==> src/design/scs_map.svh <==
// register map, field positions, reset values and timing counts of the card session sequencer
`ifndef SCS_MAP_SVH
`define SCS_MAP_SVH

// register indices on the host register port
`define SCS_A_CMD       3'h0
`define SCS_A_MODE      3'h1
`define SCS_A_EARLY     3'h2
`define SCS_A_CNTH      3'h3
`define SCS_A_CNTL      3'h4
`define SCS_A_STAT      3'h5

// field positions
`define SCS_CMD_START   0
`define SCS_CMD_SYNC_CLK_SEL 3
`define SCS_MODE_RST_LEVEL   6
`define SCS_MODE_CLK_LEVEL   2

// reset values
`define SCS_RST_CNTH    8'hA4
`define SCS_RST_CNTL    8'h74
`define SCS_RST_EARLY   8'hAA

// step unit T and its sixty-fourth in system clock cycles
`define SCS_T_NS        25000
`define SCS_CLK_NS      20
`define SCS_SUB_CYC     ((`SCS_T_NS / 64) / `SCS_CLK_NS)

// activation milestones in T/64 units from the request
`define SCS_ACT_CONV    9'h001
`define SCS_ACT_VCC     9'h061
`define SCS_ACT_IO      9'h0E1
`define SCS_ACT_CLK     9'h101

// deactivation milestones in T/64 units from the start clear
`define SCS_DEA_RST     9'h001
`define SCS_DEA_CLK     9'h021
`define SCS_DEA_IO      9'h041
`define SCS_DEA_VCC     9'h061
`define SCS_DEA_END     9'h0E1

// answer-to-reset windows in card clock pulses
`define SCS_ATR_IGNORE  16'h00C8
`define SCS_ATR_MUTE    16'hA474

`endif

==> src/design/scs_pkg.sv <==
// types shared by the card session sequencer modules
package scs_pkg;

	typedef enum logic [1:0] {SCS_IDLE, SCS_ACT, SCS_ATR, SCS_DEACT} scs_state_t;

	// fault pins of the analog front end, all active high
	typedef struct packed {
		logic ovc_vcc;
		logic ovc_clk;
		logic ovc_io;
		logic ovc_rst;
		logic overheat;
		logic vdd_drop;
		logic dcdc_fault;
	} scs_fault_t;

	// answer-to-reset timer state
	typedef struct packed {
		logic        phase;
		logic        done;
		logic        bad;
		logic [15:0] cnt;
		logic        ev_early;
		logic        ev_mute;
	} scs_atr_t;

	// sequencer state
	typedef struct packed {
		scs_state_t  st;
		logic [4:0]  sub;
		logic [8:0]  step;
		logic        start;
		logic        sync_clock_level_select;
		logic        card_reset_level_bit;
		logic        static_clock_level_bit;
		logic [7:0]  cnth;
		logic [7:0]  cntl;
		logic [7:0]  early;
		logic        async_l;
		logic        sync_clock_level_select_l;
		logic [15:0] cnt_l;
		logic [7:0]  early_l;
		logic        f_early;
		logic        f_mute;
		logic        contact_overload_flag;
		logic        alert;
		logic        alert_n;
		logic        osc_fast;
		logic        conv_en;
		logic        vcc_en;
		logic        io_rel;
		logic        io_oe;
		logic        clk_en;
		logic        card_clk;
		logic        card_rst;
		logic        gnd_tie;
		logic        link_free;
		logic        ck_prev;
		logic        io_prev;
		logic [7:0]  rdata;
	} scs_ctl_t;

endpackage : scs_pkg

==> src/design/scs_atr_timer.sv <==
// answer-to-reset timer counting card clock pulses for asynchronous cards
`timescale 1ns/1ns
`include "scs_map.svh"
module scs_atr_timer
	import scs_pkg::*;
(
	// clock and reset
	input  wire logic        clk,
	input  wire logic        rst,
	// control from the sequencer
	input  wire logic        run,
	input  wire logic        ck_rise,
	input  wire logic        io_fall,
	input  wire logic [15:0] cnt_l,
	input  wire logic [7:0]  early_l,
	// results
	output logic             rst_high,
	output logic             done,
	output logic             ev_early,
	output logic             ev_mute
);

	scs_atr_t r;
	scs_atr_t r_nxt;
	logic [16:0] early_lim;

	// early window end: ignore span plus programmed window
	assign early_lim = {1'b0, `SCS_ATR_IGNORE} + {9'h000, early_l};

	// pulse counting and window checks; a start bit wins over expiry in the same cycle
	always_comb begin
		r_nxt          = r;
		r_nxt.ev_early = 1'b0;
		r_nxt.ev_mute  = 1'b0;
		if (!run) begin
			r_nxt = '0;
		end else if (!r.done) begin
			if (!r.phase) begin
				if (io_fall && r.cnt >= `SCS_ATR_IGNORE) begin
					r_nxt.ev_early = 1'b1;
					r_nxt.ev_mute  = 1'b1;
					r_nxt.done     = 1'b1;
					r_nxt.bad      = 1'b1;
				end else if (r.cnt >= cnt_l) begin
					r_nxt.phase = 1'b1;
					r_nxt.cnt   = '0;
				end else if (ck_rise) begin
					r_nxt.cnt = r.cnt + 16'h0001;
				end
			end else begin
				if (io_fall) begin
					r_nxt.ev_early = ({1'b0, r.cnt} < early_lim);
					r_nxt.bad      = ({1'b0, r.cnt} < early_lim);
					r_nxt.done     = 1'b1;
				end else if (r.cnt >= `SCS_ATR_MUTE) begin
					r_nxt.ev_mute = 1'b1;
					r_nxt.done    = 1'b1;
					r_nxt.bad     = 1'b1;
				end else if (ck_rise) begin
					r_nxt.cnt = r.cnt + 16'h0001;
				end
			end
		end
	end

	always_ff @(posedge clk or posedge rst) begin
		if (rst) begin
			r <= '0;
		end else begin
			r <= r_nxt;
		end
	end

	assign rst_high = r.phase;
	assign done     = r.done && !r.bad; // answer accepted, stays after flags are read
	assign ev_early = r.ev_early;
	assign ev_mute  = r.ev_mute;

endmodule : scs_atr_timer

==> src/design/scs_sequencer.sv <==
// card session sequencer: contact power order, card reset and clock, answer timing, emergency shutdown
`timescale 1ns/1ns
`include "scs_map.svh"
module scs_sequencer
	import scs_pkg::*;
(
	// clock and reset
	input  wire logic       CLK,
	input  wire logic       RST,
	// host register port
	input  wire logic [2:0] REG_ADDR,
	input  wire logic       REG_WR,
	input  wire logic       REG_RD,
	input  wire logic [7:0] REG_WDATA,
	output logic      [7:0] REG_RDATA,
	output logic            HOST_ALERT_N,
	// supervision pins
	input  wire logic       CARD_DETECT,
	input  wire logic       SUPPLY_ALARM,
	input  wire scs_fault_t FAULTS,
	// clock source pin
	input  wire logic       SOURCE_CLOCK_INPUT,
	// card contacts
	input  wire logic       CARD_IO_IN,
	output logic            CARD_IO_OUT,
	output logic            CARD_IO_OE,
	output logic            CARD_CLK,
	output logic            CARD_RST,
	output logic            CARD_VCC_EN,
	output logic            CARD_GND_TIE,
	// analog controls and session status
	output logic            DCDC_EN,
	output logic            OSC_FAST,
	output logic            LINK_FREE
);

	localparam int SYNC_W = 11;
	localparam logic [4:0] SUB_LAST = 5'(`SCS_SUB_CYC - 1);

	scs_ctl_t          r;
	scs_ctl_t          r_nxt;
	logic [SYNC_W-1:0] pin_s;
	scs_fault_t        flt_s;
	logic              source_s;
	logic              io_s;
	logic              detect_s;
	logic              alarm_s;
	logic              tick;
	logic              ck_rise;
	logic              io_fall;
	logic              atr_run;
	logic              atr_rst_high;
	logic              atr_done;
	logic              atr_early;
	logic              atr_mute;
	logic              contact_ovl;
	logic              emergency;
	logic              in_session;
	logic              src_clk;

	// every pin input is synchronised before use
	scs_sync #(
		.W (SYNC_W)
	) u_sync (
		.clk (CLK),
		.rst (RST),
		.d   ({SOURCE_CLOCK_INPUT, CARD_IO_IN, CARD_DETECT, SUPPLY_ALARM, FAULTS}),
		.q   (pin_s)
	);

	assign source_s = pin_s[10];
	assign io_s     = pin_s[9];
	assign detect_s = pin_s[8];
	assign alarm_s  = pin_s[7];
	assign flt_s   = pin_s[6:0];

	// edge detection on synchronised card clock and data line
	assign tick    = (r.sub == SUB_LAST);
	assign ck_rise = source_s && !r.ck_prev;
	assign io_fall = r.io_rel && r.io_prev && !io_s;
	assign atr_run = (r.st == SCS_ATR) && r.async_l;

	// clock for the card: undivided source unless the static level is selected in a synchronous session
	assign src_clk = (r.async_l || !r.sync_clock_level_select_l) ? source_s : r.static_clock_level_bit;

	// fault classification
	assign contact_ovl = flt_s.ovc_clk || flt_s.ovc_io || flt_s.ovc_rst || flt_s.ovc_vcc;
	assign in_session  = (r.st == SCS_ACT) || (r.st == SCS_ATR);
	assign emergency   = in_session && (contact_ovl || flt_s.overheat || flt_s.vdd_drop
	                     || flt_s.dcdc_fault || alarm_s || !detect_s);

	scs_atr_timer u_atr (
		.clk      (CLK),
		.rst      (RST),
		.run      (atr_run),
		.ck_rise  (ck_rise),
		.io_fall  (io_fall),
		.cnt_l    (r.cnt_l),
		.early_l  (r.early_l),
		.rst_high (atr_rst_high),
		.done     (atr_done),
		.ev_early (atr_early),
		.ev_mute  (atr_mute)
	);

	// next state of the whole sequencer
	always_comb begin
		r_nxt         = r;
		r_nxt.sub     = tick ? 5'h00 : r.sub + 5'h01;
		r_nxt.ck_prev = source_s;
		r_nxt.io_prev = io_s;

		// status read returns a snapshot and clears the sticky flags
		if (REG_RD) begin
			case (REG_ADDR)
				`SCS_A_CMD:   r_nxt.rdata = {4'h0, r.sync_clock_level_select, 2'b00, r.start};
				`SCS_A_MODE:  r_nxt.rdata = {1'b0, r.card_reset_level_bit, 3'b000, r.static_clock_level_bit, 2'b00};
				`SCS_A_EARLY: r_nxt.rdata = r.early;
				`SCS_A_CNTH:  r_nxt.rdata = r.cnth;
				`SCS_A_CNTL:  r_nxt.rdata = r.cntl;
				`SCS_A_STAT: begin
					r_nxt.rdata   = {1'b0, r.link_free, in_session, detect_s, alarm_s,
					                 r.contact_overload_flag, r.f_mute, r.f_early};
					r_nxt.f_early = 1'b0;
					r_nxt.f_mute  = 1'b0;
					r_nxt.contact_overload_flag = 1'b0;
					r_nxt.alert   = 1'b0;
				end
				default:      r_nxt.rdata = 8'h00;
			endcase
		end

		// register writes
		if (REG_WR) begin
			case (REG_ADDR)
				`SCS_A_CMD: begin
					if (!r.start) begin
						r_nxt.sync_clock_level_select = REG_WDATA[`SCS_CMD_SYNC_CLK_SEL];
					end
					if (REG_WDATA[`SCS_CMD_START] && !r.start && r.st == SCS_IDLE
					    && detect_s && !alarm_s) begin
						r_nxt.start    = 1'b1;
						r_nxt.st       = SCS_ACT;
						r_nxt.step     = 9'h000;
						r_nxt.sub      = 5'h00;
						r_nxt.async_l  = r.card_reset_level_bit;
						// select bit written with the start bit counts for this session
						r_nxt.sync_clock_level_select_l = REG_WDATA[`SCS_CMD_SYNC_CLK_SEL];
						r_nxt.cnt_l    = {r.cnth, r.cntl};
						r_nxt.early_l  = r.early;
						r_nxt.f_early  = 1'b0;
						r_nxt.f_mute   = 1'b0;
						r_nxt.osc_fast = 1'b1;
						r_nxt.gnd_tie  = 1'b0;
					end else if (!REG_WDATA[`SCS_CMD_START] && r.start) begin
						r_nxt.start = 1'b0;
					end
				end
				`SCS_A_MODE: begin
					r_nxt.card_reset_level_bit   = REG_WDATA[`SCS_MODE_RST_LEVEL];
					r_nxt.static_clock_level_bit = REG_WDATA[`SCS_MODE_CLK_LEVEL];
				end
				`SCS_A_EARLY: r_nxt.early = REG_WDATA;
				`SCS_A_CNTH:  r_nxt.cnth  = REG_WDATA;
				`SCS_A_CNTL:  r_nxt.cntl  = REG_WDATA;
				default: ;
			endcase
		end

		// sequence control
		case (r.st)
			SCS_IDLE: begin
				r_nxt.conv_en   = 1'b0;
				r_nxt.vcc_en    = 1'b0;
				r_nxt.io_rel    = 1'b0;
				r_nxt.clk_en    = 1'b0;
				r_nxt.card_clk  = 1'b0;
				r_nxt.card_rst  = 1'b0;
				r_nxt.link_free = 1'b0;
			end
			SCS_ACT: begin
				if (tick) begin
					r_nxt.step = r.step + 9'h001;
				end
				r_nxt.conv_en = (r.step >= `SCS_ACT_CONV);
				r_nxt.vcc_en  = (r.step >= `SCS_ACT_VCC);
				r_nxt.io_rel  = (r.step >= `SCS_ACT_IO);
				if (r.step >= `SCS_ACT_CLK) begin
					r_nxt.clk_en = 1'b1;
					r_nxt.st     = SCS_ATR;
				end
			end
			SCS_ATR: begin
				r_nxt.card_clk = src_clk;
				if (r.async_l) begin
					r_nxt.card_rst  = atr_rst_high;
					r_nxt.link_free = atr_done;
				end else begin
					r_nxt.card_rst  = r.card_reset_level_bit;
					r_nxt.link_free = 1'b1;
				end
			end
			SCS_DEACT: begin
				if (tick) begin
					r_nxt.step = r.step + 9'h001;
				end
				r_nxt.link_free = 1'b0;
				if (r.step >= `SCS_DEA_RST) begin
					r_nxt.card_rst = 1'b0;
				end
				if (r.step >= `SCS_DEA_CLK) begin
					r_nxt.clk_en   = 1'b0;
					r_nxt.card_clk = 1'b0;
				end else if (r.clk_en) begin
					r_nxt.card_clk = src_clk;
				end
				if (r.step >= `SCS_DEA_IO) begin
					r_nxt.io_rel = 1'b0;
				end
				if (r.step >= `SCS_DEA_VCC) begin
					r_nxt.vcc_en = 1'b0;
				end
				if (r.step >= `SCS_DEA_END) begin
					r_nxt.conv_en  = 1'b0;
					r_nxt.osc_fast = 1'b0;
					r_nxt.gnd_tie  = 1'b1;
					r_nxt.st       = SCS_IDLE;
				end
			end
			default: r_nxt.st = SCS_IDLE;
		endcase

		// host ends the session
		if (in_session && !r.start) begin
			r_nxt.st   = SCS_DEACT;
			r_nxt.step = 9'h000;
			r_nxt.sub  = 5'h00;
		end

		// hardware faults take over, flags set after any clear so the set wins
		if (emergency) begin
			r_nxt.st    = SCS_DEACT;
			r_nxt.step  = 9'h000;
			r_nxt.sub   = 5'h00;
			r_nxt.start = 1'b0;
			r_nxt.alert = 1'b1;
		end
		if (emergency && contact_ovl) begin
			r_nxt.contact_overload_flag = 1'b1;
		end
		if (atr_early) begin
			r_nxt.f_early = 1'b1;
		end
		if (atr_mute) begin
			r_nxt.f_mute = 1'b1;
		end

		// active-low copies kept in flip-flops so the pins need no gate
		r_nxt.alert_n = !r_nxt.alert;
		r_nxt.io_oe   = !r_nxt.io_rel;
	end

	// register the state; reset gives the documented defaults
	always_ff @(posedge CLK or posedge RST) begin
		if (RST) begin
			r         <= '0;
			r.st      <= SCS_IDLE;
			r.cnth    <= `SCS_RST_CNTH;
			r.cntl    <= `SCS_RST_CNTL;
			r.early   <= `SCS_RST_EARLY;
			r.gnd_tie <= 1'b1;
			r.alert_n <= 1'b1;
			r.io_oe   <= 1'b1;
		end else begin
			r <= r_nxt;
		end
	end

	// outputs straight from the state register, except the data output tied low
	assign REG_RDATA    = r.rdata;
	assign HOST_ALERT_N = r.alert_n;
	assign CARD_IO_OUT  = 1'b0;
	assign CARD_IO_OE   = r.io_oe; // low drive until released to the pull-up
	assign CARD_CLK     = r.card_clk;
	assign CARD_RST     = r.card_rst;
	assign CARD_VCC_EN  = r.vcc_en;
	assign CARD_GND_TIE = r.gnd_tie;
	assign DCDC_EN      = r.conv_en;
	assign OSC_FAST     = r.osc_fast;
	assign LINK_FREE    = r.link_free;

endmodule : scs_sequencer

==> src/design/scs_sync.sv <==
// two-flop synchroniser for a group of pin inputs
`timescale 1ns/1ns
module scs_sync
	import scs_pkg::*;
#(
	parameter int W = 1
) (
	// clock and reset
	input  wire logic         clk,
	input  wire logic         rst,
	// pins and their synchronised copies
	input  wire logic [W-1:0] d,
	output logic      [W-1:0] q
);

	typedef struct packed {
		logic [W-1:0] meta;
		logic [W-1:0] held;
	} scs_sync_t;

	scs_sync_t r;
	scs_sync_t r_nxt;

	// first stage feeds only the second stage
	always_comb begin
		r_nxt      = r;
		r_nxt.meta = d;
		r_nxt.held = r.meta;
	end

	always_ff @(posedge clk or posedge rst) begin
		if (rst) begin
			r <= '0;
		end else begin
			r <= r_nxt;
		end
	end

	assign q = r.held;

endmodule : scs_sync

==> config.mk <==
export PLATFORM = sky130hd
export DESIGN_NAME = scs_sequencer
export DESIGN_NICKNAME = d
export VERILOG_FILES = /design/src/design/scs_pkg.sv /design/src/design/scs_atr_timer.sv /design/src/design/scs_sequencer.sv /design/src/design/scs_sync.sv
export VERILOG_INCLUDE_DIRS = /design/src /design/src/design
export SDC_FILE = /design/constraint.sdc
export NUM_CORES = 1
export LEC_CHECK = 0
export BUFFER_PORTS_ARGS = -buffer_cell sky130_fd_sc_hd__buf_2
export CORE_ASPECT_RATIO = 1.75
export CORE_UTILIZATION = 60
export DETAILED_ROUTE_END_ITERATION = 16
export PLACE_DENSITY = 0.79
export SLEW_MARGIN = 20
export SYNTH_ARGS = -nofsm -noshare
export SYNTH_HDL_FRONTEND = slang
export SYNTH_HIERARCHICAL = 1
export SYNTH_SLANG_ARGS = --single-unit
export TNS_END_PERCENT = 30
==> constraint.sdc <==
create_clock -name CLK -period 3.62 [get_ports CLK]
set_input_delay 0.543 -clock CLK [delete_from_list [all_inputs] [get_ports CLK]]
set_output_delay 0.543 -clock CLK [all_outputs]
set_load 0.05 [all_outputs]
# Yosys cells after proc, flatten, opt, wreduce, memory -nomap -nowiden
# Index checks and enable logic that the tools add are counted.
# Widths: inputs -> output; s select.
[word_totals] regBits=138 in_bits=26 output_inout_bits=18 word_cells=206
[op_classes] addsub=4 magnitude_cmp=10 n_eq_ne=21 mux=69 bitwise=1 n_reduce_logical=61
[ops] op="$mux 16" count=7
[ops] op="$mux 72" count=1
[ops] op="$mux 28" count=2
[ops] op="$pmux 8 s6" count=1
[ops] op="$mux 21" count=2
[ops] op="$mux 1" count=32
[ops] op="$mux 8" count=3
[ops] op="$mux 20" count=1
[ops] op="$ge 9x7->1 const B" count=2
[ops] op="$mux 18" count=1
[ops] op="$mux 9" count=2
[ops] op="$reduce_and 2->1" count=9
[ops] op="$lt 16x17->1" count=1
[ops] op="$mux 17" count=1
[ops] op="$add 16x1->16 const B" count=1
[ops] op="$ge 16x16->1" count=1
[ops] op="$ge 16x16->1 const B" count=1
[ops] op="$ge 16x8->1 const B" count=1
[ops] op="$mux 2" count=8
[ops] op="$ne 3x3->1 const B" count=5
[ops] op="$reduce_and 3->1" count=5
[ops] op="$logic_and 1x1->1" count=14
[ops] op="$logic_not 1->1" count=10
[ops] op="$logic_or 1x1->1" count=10
[ops] op="30 further kinds" count=45

# Longest topological paths before layout
[depth] word_depth=12 ltp_mapped=9 depth_no_buf=8

# Hierarchy
# Netlist, hierarchy kept.
[modules_own_cells] mod="scs_sequencer" n_inst=1 cells_each=450 area_each_um2=4518.1 seq_area_each_um2=2394.8
[modules_own_cells] mod="scs_atr_timer" n_inst=1 cells_each=226 area_each_um2=1989.4 seq_area_each_um2=525.5
[modules_own_cells] mod="scs_sync" n_inst=1 cells_each=34 area_each_um2=636.9 seq_area_each_um2=550.5

# Least setup slack after synthesis
# No wires, ideal clock.
[synth_timing] path_type="flip-flop to flip-flop" start="reg u_atr/r[11] in the netlist's numbering" end="reg u_atr/r[3] in the netlist's numbering" setup_time_ns=0.122 arrival_ns=2.123 required_ns=3.498 setup_slack_ns=1.375 path_stages_with_launch=7 path_buffers=0 synth_period_minus_slack_ns=2.245 cell_sequence="dfrtp_1 > or4_4 > o41ai_4 > o2bb2ai_2 > a21boi_2 > a41o_1 > a32o_1"
[synth_via] elab_chain_len=6 elab_cells_between_ends=12 classes_between="order compare: 3; eq/ne: 2; mux: 5; reduce/logical: 2"
[synth_lines] item="from (decl)" line_no="scs_atr_timer.sv:23" rtl="scs_atr_t r;"
[synth_lines] item="from (signal assigned)" line_no="scs_atr_timer.sv:70" rtl="r <= r_nxt;"
[synth_lines] item="$ge 16x16->1" line_no="scs_atr_timer.sv:44" rtl="end else if (r.cnt >= cnt_l) begin"
[synth_lines] item="$mux 16" line_no="scs_atr_timer.sv:44"
[synth_lines] item="$mux 16" line_no="scs_atr_timer.sv:39" rtl="if (io_fall && r.cnt >= `SCS_ATR_IGNORE) begin"
[synth_lines] item="$mux 20" line_no="scs_atr_timer.sv:38" rtl="if (!r.phase) begin"
[synth_lines] item="$mux 21" line_no="scs_atr_timer.sv:37" rtl="end else if (!r.done) begin"
[synth_lines] item="$mux 21" line_no="scs_atr_timer.sv:35" rtl="if (!run) begin"
# Parallel ways exist; a longest one is shown, timed or not. The select of a mux whose other input is x is not followed.
# A chain may end at the register's enable or synchronous reset.

# Worst setup path in the final report
[layout_timing] start="reg u_atr/r[14] in the netlist's numbering" end="reg u_atr/r[3] in the netlist's numbering"
# Same word-level chain as after synthesis.

==> metrics.txt <==
routed via count=5,546; CP Launch Type=flip-flop; final setup violation count=0; Fmax=345 MHz; portion of the clock cycle consumed by the worst path in the final layout=80.1%; core footprint=11,600 um2; Via density=6.31; number of synthesized register bits=138; count of H-tree levels built during CTS=4; count of different cell masters after synthesis=77; commonest cells in the synthesized netlist=dfrtp_1 (124), nand2_1 (117), nor2_1 (51); maximum fanout encountered on the critical timing path=17; category of the most critical setup path=reg -> reg; DRT antenna net count=0; HP Class=in -> reg; number of antenna violations at the first check in global routing=0; Max IR drop VDD=365 uV; cells along the critical path=or4_4 -> o41ai_4 -> o2bb2ai_2 -> a21boi_2 -> a41o_1 -> a32o_1; GR Overflow Total=0; cell taking the most area after synthesis=dfrtp_1; maximum number of pins on one net before global-route repair=59; overall fraction of global-route tracks in use=29.1%; area of the mapped netlist=7140 um2; CP max stage delay=0.58 ns; setup fix buffers added after clock tree synthesis=0; final weighted congestion in routability-driven placement=0.940; PnR worst setup slack=0.720 ns; static leakage power=3.69 nW; Avg Synthesized Cell Area=10.1 um2; max-slew violations=0; register-to-register setup slack=0.72 ns; DRT Wirelength=16,900 um; cts bufs inserted=17; vias in the first global route=5,721; Worst Path Arrival=3.21 ns; Die Width=84.5 um; first-pass GRT wire length=27,700 um; I/O Pins=44; placed wire-length estimate after detailed placement=12,300 um; effective utilization at floorplan=61.7%; 1st-iter DRT viols=374; RSZ-0062 raised after global routing=no; DP Cell Count=847; run status=finished, final reports clean; clock sink count=138; Worst Hold Path EP=u_sync/r[18]$_DFF_PP0_; FF-to-FF Start=u_atr/r[14]$_DFFE_PP0P_; startpoint of the most critical hold path=SUPPLY_ALARM; MaxCap Viol Count=0; clock slew at the register clock pins of the worst setup and hold paths=0.07 ns; post-synthesis sequential area ratio=48.6%; number of nets in the finished design=794; Critical Path End Type=flip-flop; layout cell share with drive strength beyond 1=19.9%; largest buffer count on any clock path=2; Die ar.=12,400 um2; r2r endpoint=u_atr/r[3]$_DFFE_PP0P_; cell chosen for the clock root=clkbuf_16; # DRC=0; commonest register cell after synthesis=dfrtp_1; number of hold violations in the final report=0; detailed-router iteration count before antenna repair=5; slew at the pin with the worst max-slew slack=0.856 ns; number of synthesized flops with an enable pin=0; worst slew slack as a fraction of its limit=42.9%; Core Util, Final=68.3%; worst slack, placed=0.776 ns; cell count after synthesis=710; vertical die dimension=146 um; Worst Path Required=3.93 ns; most used standard cell by instance count after synthesis=dfrtp_1; number of core rows=52; yosys synthesis warning count=6; aggregate negative setup slack=0 ns; Port Buffers=42; share of synthesized registers carrying an async set or reset=100%; post-cts hold buffer count=0; cell with the largest stage delay on the worst path=or4_4; synthesized netlist net count=773; r2r worst-path depth=6; hold path depth=1; clock tree from TritonCTS=yes; latest clock arrival within the worst-skew pair=0.42 ns; area growth from synthesis to final layout=10.7%; WL per Instance=19.2 um; worst-case clock skew=0.0116 ns; total design power=0.00457 W; portion of synthesized cell area occupied by the leading cell type=43.4%; number of cells in the finished layout apart from fillers=879; top cells by area in the synthesized netlist=dfrtp_1 (43%), ha_1 (6.5%), nand2_1 (6.1%); post-cts resize count=0; min cycle time layout=2.90 ns; Power Density=577 nW/um2; ANT cells=0
==> worst max-delay path by stage <==
stage                        endpoint  depth (start not counted)  slack (ns)                    start
3_5_place_dp   u_atr/r[3]$_DFFE_PP0P_                          6        0.78  u_atr/r[14]$_DFFE_PP0P_
3_3_place_gp   u_atr/r[3]$_DFFE_PP0P_                          6        0.86  u_atr/r[11]$_DFFE_PP0P_
2_1_floorplan    CARD_CLK$_DFFE_PP0P_                          1        0.62                      RST
6_report       u_atr/r[3]$_DFFE_PP0P_                          6        0.72  u_atr/r[14]$_DFFE_PP0P_
5_1_grt        u_atr/r[5]$_DFFE_PP0P_                          5        0.60  u_atr/r[14]$_DFFE_PP0P_
4_1_cts        u_atr/r[3]$_DFFE_PP0P_                          6        0.75  u_atr/r[14]$_DFFE_PP0P_
==> area by class of cell <==
cell class                      count  area (um2)
Clock buffer                       19         443
Clock inverter                     13         159
Fill cell                         842        3670
Inverter                           45         171
Multi-Input combinational cell    481        3230
Sequential cell                   138        3470
Tap cell                          135         169
Timing Repair Buffer               48         268
==> layout by cell type, fill, tap and decap left out, types with 3 or more instances in the layout <==
master     instances
a21oi_1           27
a32oi_1            5
nand3_1           20
clkinv_4           3
o31ai_1            3
a211o_1            4
nand2_1          117
nor3_1             8
or3_1              5
dfstp_2           14
dfrtp_1          124
and3_1             9
nand4_1            9
or2_2              4
nor2b_1            5
buf_4              5
o21ai_0           18
xnor2_1            6
a22oi_1            3
a21o_1             7
clkbuf_16         17
o311ai_2           4
nor4_1             4
ha_1              37
inv_6              4
o21a_1             4
o21ai_1            4
a31oi_1           14
o211ai_1           4
mux2i_1            6
nor2_1            51
inv_1             44
buf_2             42
a41oi_1            4
nand2b_1           6
mux2_2            35
o2111ai_1          3
a211oi_1           3
==> through the flow <==
| step | hold slack [ns] | instance area [um2] |
|---|---|---|
| 6_report | 0.220 | 7910 |
| 2_1_floorplan | 0.331 | 7140 |
| 4_1_cts | 0.212 | 7910 |
| 5_1_grt | 0.210 | 7910 |
| 3_5_place_dp | 0.335 | 7310 |
| 3_3_place_gp | 0.333 | 7310 |
==> critical path: cells and delay by family (launching register included) <==
kind            cells  cell delay (ns)
compound gates      5             1.72
flops               1             0.48
simple gates        1             0.58
==> metal layers <==
| layer | GRT usage (%) | wire [um] | up-vias |
|---|---|---|---|
| met4 | 20.9 | 1100 | 0 |
| met2 | 51.1 | 8960 | 220 |
| li1 | - | - | 2538 |
| met5 | 0 | 0 | - |
| met1 | 31.3 | 6120 | 2721 |
| met3 | 4.97 | 679 | 67 |
==> flip-flops by register name, summed over array words and instances (netlist names), 8 cells and up <==
register and count:
REG_RDATA 8, r 78, u_atr/r 18, u_sync/q 11, u_sync/r 11
==> report_power, final <==
part / switching [W] / leakage [nW] / internal [W]
sequential: 0.000176 / 1.75 / 0.00176
clock: 0.000705 / 0.289 / 0.00105
combinational: 0.000573 / 1.65 / 0.000298
==> kinds of logic after synthesis <==
logic type / Yosys count / share of synthesized area (%)
xor+xnor: 7 / 0.858
buf+inv: 91 / 6.23
simple gates: 254 / 16.6
fa+ha+maj: 37 / 6.48
compound gates: 141 / 14.9
flops: 138 / 48.6
other cells: 1 / 0.0525
mux: 41 / 6.36
No activity file was read; power rests on OpenSTA's default activity.
